**src/design/ctep_map.svh**
```systemverilog
/*
 * Register offsets, field positions, reset values and timing counts of the cascaded timer.
 * Assumes a 20 MHz system clock and word-aligned Avalon-MM byte addresses.
 */
// Summary of operation
// (RULE1) Three-bit clock select picks a prescaled tick; code 111 is the undivided clock.
// (RULE2) Event counting advances the 16-bit counter on each input falling edge.
// (RULE3) With cascade enabled only the upper timer settings matter; lower ones ignored.
// (RULE4) Modes 00 or 01 with external clock select give 16-bit event counting.
// (RULE5) Compare low byte written first; both bytes transfer when high byte is written.
// (RULE6) Double buffer is used only while its enable is one; else direct update.
// (RULE7) Mode register writes are ignored once the upper run bit is set.
// (RULE8) Counter equal to compare raises upper interrupt and clears counter to 0x0000.
// (RULE9) Clearing the upper run bit stops the counter and clears it to 0x0000.
// (RULE10) External input phases last two cycles at least; frequency at most clock/4.
// (RULE11) Mode 10 with cascade enabled selects the 12-bit PWM output mode.
// (RULE12) PWM counts the selected internal tick, or the pin when external select is one.
// (RULE13) PWM bits 11..8 from high register low nibble, 7..0 from low register.
// (RULE14) PWM duty has 8-bit resolution plus a 4-bit additional pulse control.
// (RULE15) Output inverts when counter low byte matches duty, one tick later if extra pulse.
// (RULE16) At count 256 counter clears, output inverts, lower irq; upper irq every 16th.
// (RULE17) Extra pulse bit0 cycle 9, bit1 5,13, bit2 3,7,11,15, bit3 even cycles.
// (RULE18) Double-buffered writes while running load on the next match or 16th overflow.
`ifndef CTEP_MAP_SVH
`define CTEP_MAP_SVH
`define CTEP_OFS_CTRL 8'h00
`define CTEP_OFS_MODE 8'h04
`define CTEP_OFS_CMP_LO 8'h08
`define CTEP_OFS_CMP_HI 8'h0C
`define CTEP_OFS_PWM_LO 8'h28
`define CTEP_OFS_PWM_HI 8'h2C
`define CTEP_OFS_SYS 8'h10
`define CTEP_OFS_IRQ_STAT 8'h14
`define CTEP_OFS_IRQ_EN 8'h18
`define CTEP_OFS_IRQ_CLR 8'h1C
`define CTEP_OFS_COUNT 8'h20
`define CTEP_CTRL_CASCADE 0
`define CTEP_CTRL_LOWER_RUN 1
`define CTEP_CTRL_UPPER_RUN 2
`define CTEP_MODE_CLK_LSB 0
`define CTEP_MODE_MSEL_LSB 4
`define CTEP_MODE_EXT 6
`define CTEP_MODE_DBE 7
`define CTEP_MODE_IDLE_LVL 3
`define CTEP_SYS_PRESRC 0
`define CTEP_SYS_SLOW 1
`define CTEP_PWM_RESET 8'hFF
`define CTEP_MODE_RESET 8'h00
`define CTEP_CMP_RESET 16'hFFFF
`define CTEP_PRE_LOW_SPEED 11
`define CTEP_PRE_HIGH 10
`endif

```
**src/design/ctep_pkg.sv**
```systemverilog
/*
 * Types shared by the cascaded timer.
 * Assumes inclusion before the timer modules.
 */
package ctep_pkg;
	typedef enum logic [3:0] {
		CTEP_IDLE = 4'b0001,
		CTEP_TIMER = 4'b0010,
		CTEP_EVENT = 4'b0100,
		CTEP_PWM = 4'b1000
	} ctep_mode_t;
	typedef logic [7:0] ctep_byte_t;
endpackage : ctep_pkg

```
**src/design/ctep_timer.sv**
```systemverilog
/*
 * Cascaded 16-bit timer, event counter and 12-bit PWM with an Avalon-MM slave.
 * Assumes the event pin is synchronous to ref_clk and kept slow enough by its source.
 */
// The Avalon-MM register port is this design's own decision.
`timescale 1ns/100ps
`include "ctep_map.svh"
module ctep_timer (
	// Clock and reset.
	input wire logic ref_clk,
	input wire logic rst,
	// Avalon-MM slave.
	input wire logic [7:0] avs_address,
	input wire logic avs_read,
	input wire logic avs_write,
	input wire logic [31:0] avs_writedata,
	output logic [31:0] avs_readdata,
	output logic avs_waitrequest,
	// Pins.
	input wire logic timer_in_pin,
	output logic pwm_output_pin,
	output logic irq
);
	import ctep_pkg::*;

	logic [7:0] pair_control_reg;
	logic [7:0] upper_mode_reg;
	logic [7:0] system_control_reg;
	ctep_pkg::ctep_byte_t pwm_high_reg;
	logic [15:0] low_word;
	logic wr_low;
	logic [15:0] cmp_active;
	logic [11:0] pwm_active;
	logic [15:0] cmp_buf;
	logic [11:0] pwm_buf;
	logic cmp_pend;
	logic pwm_pend;
	logic [15:0] count;
	logic [3:0] cycle_no;
	logic [10:0] pre_cnt;
	logic pin_q;
	logic extra_wait;
	logic [1:0] irq_stat;
	logic [1:0] irq_en;
	logic ack;
	ctep_pkg::ctep_mode_t mode;
	logic tick;
	logic upper_run;
	logic cascade_enable;
	logic [2:0] clock_select_field;
	logic [1:0] mode_select_field;
	logic external_clock_select;
	logic double_buffer_enable;
	logic wr_ctrl;
	logic wr_cmp_hi;
	logic wr_pwm_hi;
	logic cmp_hit;
	logic ovf;
	logic duty_hit;
	logic extra_now;

	assign upper_run = pair_control_reg[`CTEP_CTRL_UPPER_RUN];
	assign cascade_enable = pair_control_reg[`CTEP_CTRL_CASCADE];
	assign clock_select_field = upper_mode_reg[`CTEP_MODE_CLK_LSB +: 3];
	assign mode_select_field = upper_mode_reg[`CTEP_MODE_MSEL_LSB +: 2];
	assign external_clock_select = upper_mode_reg[`CTEP_MODE_EXT];
	assign double_buffer_enable = upper_mode_reg[`CTEP_MODE_DBE];

	// Address decode used by several processes.
	function automatic logic hit(input logic [7:0] a, input logic [7:0] ofs);
		hit = (a == ofs);
	endfunction : hit

	assign wr_ctrl = avs_write && ack && hit(avs_address, `CTEP_OFS_CTRL);
	assign wr_cmp_hi = avs_write && ack && hit(avs_address, `CTEP_OFS_CMP_HI);
	assign wr_pwm_hi = avs_write && ack && hit(avs_address, `CTEP_OFS_PWM_HI);
	assign wr_low = avs_write && ack &&
		(hit(avs_address, `CTEP_OFS_CMP_LO) || hit(avs_address, `CTEP_OFS_PWM_LO)); // RULE5 RULE13

	// Address bit 5 picks the pair. Reads lag a cycle, but a high write is taken two edges
	// after its address appears, so the staged low byte is already on low_word by then.
	ctep_regs u_low (
		.ref_clk(ref_clk),
		.rst(rst),
		.wr_en(wr_low),
		.wr_addr({1'b0, avs_address[5]}),
		.wr_data({8'h00, avs_writedata[7:0]}),
		.rd_addr({1'b0, avs_address[5]}),
		.rd_data(low_word)
	);

	// Mode decode: the lower timer's own settings never enter here.
	always_comb begin
		if (!cascade_enable || !upper_run) begin
			mode = CTEP_IDLE;
		end else if (mode_select_field == 2'b10) begin
			mode = CTEP_PWM; // RULE11 RULE3
		end else if (mode_select_field[1] == 1'b0 && external_clock_select) begin
			mode = CTEP_EVENT; // RULE4
		end else if (mode_select_field[1] == 1'b0) begin
			mode = CTEP_TIMER;
		end else begin
			mode = CTEP_IDLE;
		end
	end

	// Prescaler: free-running divider of ref_clk; low-speed source is modelled by it too.
	always_ff @(posedge ref_clk) begin
		if (rst) begin
			pre_cnt <= 11'h000;
		end else begin
			pre_cnt <= pre_cnt + 11'h001;
		end
	end

	// Tick select: codes 1..6 pick one divider stage, code 0 one of two set by the system register, code 7 ticks every cycle.
	logic int_tick;
	always_comb begin
		unique case (clock_select_field)
			3'h0: int_tick = (system_control_reg[`CTEP_SYS_PRESRC] ||
				system_control_reg[`CTEP_SYS_SLOW]) ? (pre_cnt[3:0] == 4'hF) :
				(pre_cnt == 11'h7FF); // RULE1
			3'h1: int_tick = (pre_cnt[9:0] == 10'h3FF); // RULE1
			3'h2: int_tick = (pre_cnt[7:0] == 8'hFF);
			3'h3: int_tick = (pre_cnt[5:0] == 6'h3F);
			3'h4: int_tick = (pre_cnt[3:0] == 4'hF);
			3'h5: int_tick = (pre_cnt[1:0] == 2'h3);
			3'h6: int_tick = pre_cnt[0];
			3'h7: int_tick = 1'b1; // RULE1
		endcase
	end

	// External falling edge: pin phases of two cycles or more are guaranteed outside.
	always_ff @(posedge ref_clk) begin
		if (rst) begin
			pin_q <= 1'b1;
		end else begin
			pin_q <= timer_in_pin; // RULE10
		end
	end

	always_comb begin
		if (mode == CTEP_EVENT) begin
			tick = pin_q && !timer_in_pin; // RULE2
		end else if (mode == CTEP_PWM && external_clock_select) begin
			tick = pin_q && !timer_in_pin; // RULE12
		end else begin
			tick = int_tick; // RULE12
		end
	end

	// A match is taken on the tick that carries the count onto the compare value, so the
	// period is exactly the compare value in ticks and no tick is lost while clearing.
	assign cmp_hit = (mode == CTEP_TIMER || mode == CTEP_EVENT) && tick &&
		(count + 16'h0001 == cmp_active); // RULE8
	assign ovf = (mode == CTEP_PWM) && tick && (count[7:0] == 8'hFF);
	// Extra pulse placement over cycles 1..16, cycle_no holds cycle minus one.
	always_comb begin
		extra_now = 1'b0;
		if (pwm_active[3] && cycle_no[0]) extra_now = 1'b1; // RULE17
		if (pwm_active[2] && cycle_no[1:0] == 2'b10) extra_now = 1'b1; // RULE17
		if (pwm_active[1] && cycle_no[2:0] == 3'b100) extra_now = 1'b1; // RULE17
		if (pwm_active[0] && cycle_no == 4'h8) extra_now = 1'b1; // RULE17
	end
	assign duty_hit = (mode == CTEP_PWM) && tick &&
		(count[7:0] + 8'h01 == pwm_active[11:4]); // RULE14

	// Control and system registers.
	always_ff @(posedge ref_clk) begin
		if (rst) begin
			pair_control_reg <= 8'h00;
			system_control_reg <= 8'h00;
		end else if (avs_write && ack) begin
			if (wr_ctrl) pair_control_reg <= avs_writedata[7:0];
			if (hit(avs_address, `CTEP_OFS_SYS)) system_control_reg <= avs_writedata[7:0];
		end
	end

	// Mode register locks while running.
	always_ff @(posedge ref_clk) begin
		if (rst) begin
			upper_mode_reg <= `CTEP_MODE_RESET;
		end else if (avs_write && ack && hit(avs_address, `CTEP_OFS_MODE) && !upper_run) begin
			upper_mode_reg <= avs_writedata[7:0]; // RULE7
		end
	end

	// Low halves are staged in the store; the high write moves the pair together.
	always_ff @(posedge ref_clk) begin
		if (rst) begin
			pwm_high_reg <= `CTEP_PWM_RESET;
		end else if (wr_pwm_hi) begin
			pwm_high_reg <= avs_writedata[7:0]; // RULE13
		end
	end

	// Compare buffer and active value.
	always_ff @(posedge ref_clk) begin
		if (rst) begin
			cmp_buf <= `CTEP_CMP_RESET;
			cmp_active <= `CTEP_CMP_RESET;
			cmp_pend <= 1'b0;
		end else if (wr_cmp_hi) begin
			cmp_buf <= {avs_writedata[7:0], low_word[7:0]}; // RULE5
			if (!double_buffer_enable || !upper_run) begin
				cmp_active <= {avs_writedata[7:0], low_word[7:0]}; // RULE6
				cmp_pend <= 1'b0;
			end else begin
				cmp_pend <= 1'b1; // RULE18
			end
		end else if (cmp_hit && cmp_pend) begin
			cmp_active <= cmp_buf; // RULE18
			cmp_pend <= 1'b0;
		end
	end

	// PWM buffer and active value; buffered writes load at the sixteenth overflow, others load at once.
	always_ff @(posedge ref_clk) begin
		if (rst) begin
			pwm_buf <= 12'hFFF;
			pwm_active <= 12'hFFF;
			pwm_pend <= 1'b0;
		end else if (wr_pwm_hi) begin
			pwm_buf <= {avs_writedata[3:0], low_word[7:0]}; // RULE13
			if (!double_buffer_enable || !upper_run) begin
				pwm_active <= {avs_writedata[3:0], low_word[7:0]}; // RULE6
				pwm_pend <= 1'b0;
			end else begin
				pwm_pend <= 1'b1;
			end
		end else if (ovf && cycle_no == 4'hF && pwm_pend) begin
			pwm_active <= pwm_buf; // RULE18
			pwm_pend <= 1'b0;
		end
	end

	// Up counter.
	always_ff @(posedge ref_clk) begin
		if (rst) begin
			count <= 16'h0000;
			cycle_no <= 4'h0;
		end else if (mode == CTEP_IDLE) begin
			count <= 16'h0000; // RULE9
			cycle_no <= 4'h0;
		end else if (cmp_hit) begin
			count <= 16'h0000; // RULE8
		end else if (ovf) begin
			count <= 16'h0000; // RULE16
			cycle_no <= cycle_no + 4'h1;
		end else if (tick) begin
			count <= count + 16'h0001; // RULE2
		end
	end

	// PWM output: idle level from the mode register, inverted at duty, set back to the idle level at overflow.
	always_ff @(posedge ref_clk) begin
		if (rst) begin
			pwm_output_pin <= 1'b0;
			extra_wait <= 1'b0;
		end else if (mode != CTEP_PWM) begin
			pwm_output_pin <= upper_mode_reg[`CTEP_MODE_IDLE_LVL];
			extra_wait <= 1'b0;
		end else if (ovf) begin
			pwm_output_pin <= upper_mode_reg[`CTEP_MODE_IDLE_LVL]; // RULE16
			extra_wait <= 1'b0;
		end else if (duty_hit && extra_now) begin
			extra_wait <= 1'b1; // RULE15
		end else if (duty_hit || (extra_wait && tick)) begin
			pwm_output_pin <= !pwm_output_pin; // RULE15
			extra_wait <= 1'b0;
		end
	end

	// Interrupt status: set wins over a same-cycle clear.
	always_ff @(posedge ref_clk) begin
		if (rst) begin
			irq_stat <= 2'b00;
			irq_en <= 2'b00;
		end else begin
			if (avs_write && ack && hit(avs_address, `CTEP_OFS_IRQ_EN)) begin
				irq_en <= avs_writedata[1:0];
			end
			irq_stat <= (irq_stat & ~((avs_write && ack && hit(avs_address, `CTEP_OFS_IRQ_CLR)) ?
				avs_writedata[1:0] : 2'b00)) |
				{cmp_hit || (ovf && cycle_no == 4'hF), ovf}; // RULE8 RULE16
		end
	end

	always_ff @(posedge ref_clk) begin
		if (rst) begin
			irq <= 1'b0;
		end else begin
			irq <= |(irq_stat & irq_en);
		end
	end

	// Bus slave: one wait cycle, then acknowledge with registered read data.
	assign ack = (avs_read || avs_write) && avs_waitrequest == 1'b0;
	logic req_seen;
	always_ff @(posedge ref_clk) begin
		if (rst) begin
			req_seen <= 1'b0;
			avs_waitrequest <= 1'b1;
		end else begin
			req_seen <= (avs_read || avs_write) && !req_seen;
			avs_waitrequest <= !((avs_read || avs_write) && !req_seen);
		end
	end

	always_ff @(posedge ref_clk) begin
		if (rst) begin
			avs_readdata <= 32'h0000_0000;
		end else if (avs_read) begin
			unique case (avs_address)
				`CTEP_OFS_CTRL: avs_readdata <= {24'h000000, pair_control_reg};
				`CTEP_OFS_MODE: avs_readdata <= {24'h000000, upper_mode_reg};
				`CTEP_OFS_SYS: avs_readdata <= {24'h000000, system_control_reg};
				`CTEP_OFS_CMP_LO: avs_readdata <= {24'h000000, cmp_buf[7:0]};
				`CTEP_OFS_CMP_HI: avs_readdata <= {24'h000000, cmp_buf[15:8]};
				`CTEP_OFS_PWM_LO: avs_readdata <= {24'h000000, pwm_buf[7:0]};
				`CTEP_OFS_PWM_HI: avs_readdata <= {24'h000000, pwm_high_reg[7:4], pwm_buf[11:8]};
				`CTEP_OFS_IRQ_STAT: avs_readdata <= {30'h0, irq_stat};
				`CTEP_OFS_IRQ_EN: avs_readdata <= {30'h0, irq_en};
				`CTEP_OFS_COUNT: avs_readdata <= {16'h0000, count};
				default: avs_readdata <= 32'h0000_0000;
			endcase
		end
	end
endmodule : ctep_timer

```
**src/design/ctep_regs.sv**
```systemverilog
/*
 * Small register store holding the staged low halves of the compare and PWM pairs.
 * Assumes single-port writes and one-cycle registered reads.
 */
`timescale 1ns/100ps
`include "ctep_map.svh"
module ctep_regs (
	// Clock and reset.
	input wire logic ref_clk,
	input wire logic rst,
	// Write side.
	input wire logic wr_en,
	input wire logic [1:0] wr_addr,
	input wire logic [15:0] wr_data,
	// Read side.
	input wire logic [1:0] rd_addr,
	output logic [15:0] rd_data
);
	logic [15:0] mem [0:3];

	always_ff @(posedge ref_clk) begin
		if (rst) begin
			mem[0] <= `CTEP_CMP_RESET;
			mem[1] <= 16'h0FFF;
			mem[2] <= 16'h0000;
			mem[3] <= 16'h0000;
		end else if (wr_en) begin
			mem[wr_addr] <= wr_data;
		end
	end

	always_ff @(posedge ref_clk) begin
		if (rst) begin
			rd_data <= 16'h0000;
		end else begin
			rd_data <= mem[rd_addr];
		end
	end
endmodule : ctep_regs

```
**config.mk**
```make
export PLATFORM = sky130hd
export DESIGN_NAME = ctep_timer
export DESIGN_NICKNAME = d
export VERILOG_FILES = /design/src/design/ctep_pkg.sv /design/src/design/ctep_timer.sv /design/src/design/ctep_regs.sv
export VERILOG_INCLUDE_DIRS = /design/src /design/src/design
export SDC_FILE = /design/constraint.sdc
export NUM_CORES = 1
export LEC_CHECK = 0
export BUFFER_PORTS_ARGS = -buffer_cell sky130_fd_sc_hd__clkbuf_2
export CORE_MARGIN = 1
export CORE_UTILIZATION = 62
export CTS_BUF_LIST = sky130_fd_sc_hd__clkbuf_2
export DETAILED_ROUTE_END_ITERATION = 16
export HOLD_SLACK_MARGIN = 0.15
export PLACE_DENSITY = 0.83
export SLEW_MARGIN = 25
export SYNTH_ARGS = -nofsm -noshare
export SYNTH_HDL_FRONTEND = slang
export SYNTH_SLANG_ARGS = --single-unit
```
**constraint.sdc**
```tcl
create_clock -name ref_clk -period 4.2 [get_ports ref_clk]
set_input_delay 0.63 -clock ref_clk [delete_from_list [all_inputs] [get_ports ref_clk]]
set_output_delay 0.63 -clock ref_clk [all_outputs]
set_load 0.01 [all_outputs]
```
==> impl_metrics.ini <==
[logic_synthesis]
ys_seq_elements = 167
yosys.area_share.simple = 0.248
yosysTopAreaCell = dfxtp_1
async_reset_ff_frac = 0
synth_edf_count = 16
synth.area.mux_share = 0.0866
synth_compound_area_frac = 0.120
syn_inst = 930
synth_top_family_by_area = simple AND/OR/NAND/NOR gates
synth_adder_area_share = 0.00760
syn_area_per_cell_um2 = 8.86
ys.flop_type = dfxtp_1
synth_cell_types = 71
syn_area_mm2 = 0.00824
yosys-top-cells-area = dfxtp_1 (37%), edfxtp_1 (5.8%), nand2_1 (4.5%)
yosysTopAreaCellShare = 0.367
yosys_warnings = 0
synth-xor-area-share = 0.0567
synth-seq-area-share = 0.425

[setup_path]
worstSetupStartpointType = register
crit_path_max_fanout = 12
rr_startpoint = pre_cnt[0]
criticalPathCategory = reg2reg
end_kind = register
ff2ff_setup_slack_ns = 0.74
reg2reg_to = pwm_active[11]
crit_arrival_ns = 4.12
reg2reg_depth = 8
crit_required_ns = 4.86

[place]
port-buffer-count = 39
dp_hpwl_um = 14400
gp_congestion = 0.965

[pwr]
p_total_mw = 2.58
leakagePower_nw = 3.26
vdd_drop_max_uv = 296
power_density_mw_per_mm2 = 296

[finish]
area_growth_pct = 5.65
drive_gt1_frac = 0.162
nets = 998
antenna_cells = 0

[global_routing]
grt_antenna_before_repair = 0
overflow = 0
grt_usage = 0.314
grt_pass1_vias = 6347
grt_pass1_wl_um = 32500
grt_max_degree = 68

[die]
die_w_um = 117
ios = 80
die_h_um = 117
core_mm2 = 0.0128
die_area_mm2 = 0.0137
start_util = 0.645
rows = 41

[sta]
worstMarginPinSlew_ns = 0.901
final.setup_skew_ns = 0.0442
period_share = 0.825
rsz0062_at_grt = false
slew_headroom = 0.398
tns_ns = 0
fmax_mhz = 289
maxSlewViolCount = 0
setup_viol = 0
period_minus_slack_ns = 3.46
final-hold-violation-count = 0

[hold_path]
worstHoldStart = avs_writedata[4]
holdPathEnd = pwm_high_reg[4]
min_path_type = in2reg
worstHoldPathCells = 3

[clock_tree]
ctsHtreeMaxLevel = 4
cts_sinks = 167
numCtsBuffers = 17
cts-root-buf = clkbuf_2
clk_pin_slew_ns = 0.27
clockBufferDepth = 2
cts_tree = done
clk_latency_ns = 0.75
cts_setup_buffers = 0

[job]
cap_violations = 0

[route]
drt_wl_total_um = 20600
vias_per_cell = 6.15
firstDrtPassIters = 7
ant_nets = 0
drcViolationCount = 0
vias = 6971
wire_per_inst_um = 18.2
drt_iter0_drc = 1009

[status]
status = finished clean
[cell families after synthesis]
| logic type | after synthesis |
|---|---|
| AOI/OAI and AO/OA | 144 |
| xor gates and xnor gates | 50 |
| adders and majority gates | 5 |
| buffers and inverters | 93 |
| DFF | 167 |
| muxes | 64 |
| other | 1 |
| and+or+nand+nor | 406 |
[cell usage after synthesis, drive strengths merged (4+ instances only)]
| master | number |
|---|---|
| inv | 15 |
| nand2b | 16 |
| ha | 5 |
| a22oi | 27 |
| nor3 | 23 |
| a221oi | 4 |
| xnor2 | 23 |
| o211ai | 7 |
| a31oi | 7 |
| mux2i | 36 |
| xor2 | 25 |
| nor2b | 14 |
| or4 | 4 |
| clkbuf | 44 |
| a21oi | 50 |
| nor3b | 5 |
| o21ai | 11 |
| nor4 | 5 |
| nand4 | 21 |
| and4 | 4 |
| or2 | 28 |
| or3 | 9 |
| nor2 | 88 |
| a22o | 4 |
| buf | 34 |
| and2 | 8 |
| dfxtp | 151 |
| mux2 | 28 |
| nand3 | 64 |
| edfxtp | 16 |
| nand2 | 99 |
| and3 | 6 |
[critical path, stage by stage, from the launching register on]
cell     delay [ns]
dfxtp_1        0.44
ha_1           0.22
and3_4         0.23
nand3_4        0.11
o41ai_2        0.42
a31oi_2        0.22
or4_1          0.82
o21ai_4        0.56
mux2_2         0.39
[where the power goes]
part	leakage, nW	internal [mW]	switching (mW)
clock network	0.135	0.224	0.591
logic	1.75	0.0320	0.0764
registers	1.38	1.64	0.0130
total	3.26	1.90	0.681
[layout make-up]
| class | count | area (um2) |
|---|---|---|
| Clock buffer | 18 | 90.1 |
| Sequential cell | 167 | 3500 |
| Tap cell | 172 | 215 |
| Fill cell | 1055 | 4070 |
| Multi-Input combinational cell | 685 | 4340 |
| Inverter | 15 | 56.3 |
| Clock inverter | 14 | 125 |
| Timing Repair Buffer | 62 | 373 |
[per-stage QoR]
| stage | instance area, um2 | worst slack [ns] | hold slack, ns | std cells | utilization |
|---|---|---|---|---|---|
| floorplan | 8290 | 1.26 | 0.422 | 945 | - |
| global placement | 8470 | 0.794 | 0.444 | 1099 | 0.663 |
| detailed placement | 8470 | 0.761 | 0.452 | 1099 | 0.663 |
| CTS | 8700 | 0.725 | 0.166 | 1133 | 0.681 |
| global route | 8700 | 0.584 | 0.161 | 1133 | 0.681 |
| finish | 8700 | 0.736 | 0.187 | 1133 | 0.681 |
[layout by cell type, fill, tap and decap left out, drive strengths merged, types with 27 or more instances in the layout]
cell / Yosys / final
a21oi: 50 / 50
a22oi: 27 / 27
or2: 28 / 28
clkbuf: 44 / 56
mux2: 28 / 28
nand2: 99 / 99
dfxtp: 151 / 151
nor2: 88 / 88
mux2i: 36 / 36
nand3: 64 / 64
[worst max path at each step]
stage	cells past startpoint	start	endpoint	slack, ns
3_3_place_gp	8	pre_cnt[0]	pwm_active[11]	0.79
4_1_cts	8	pre_cnt[0]	pwm_active[11]	0.72
3_5_place_dp	8	pre_cnt[0]	pwm_active[11]	0.76
5_1_grt	8	pre_cnt[0]	pwm_active[11]	0.58
6_report	8	pre_cnt[0]	pwm_active[11]	0.74
2_1_floorplan	10	pre_cnt[0]	pwm_active[10]	1.26
[routing by layer]
metal,routed length [um],part of all wire,GRT usage,vias to the layer above
met5,0,0,0,-
met4,582,0.028,0.117,0
met3,1700,0.082,0.0711,62
met2,9420,0.46,0.486,340
met1,8920,0.43,0.429,3282
li1,-,-,-,3287
[repair_timing]
action / 4_1_cts / 5_1_grt
gates resized for setup: 0 / 0
endpoints found under the hold margin: 3 / 0
hold buffers: 2 / 0
No activity file was read; power rests on OpenSTA's default activity.
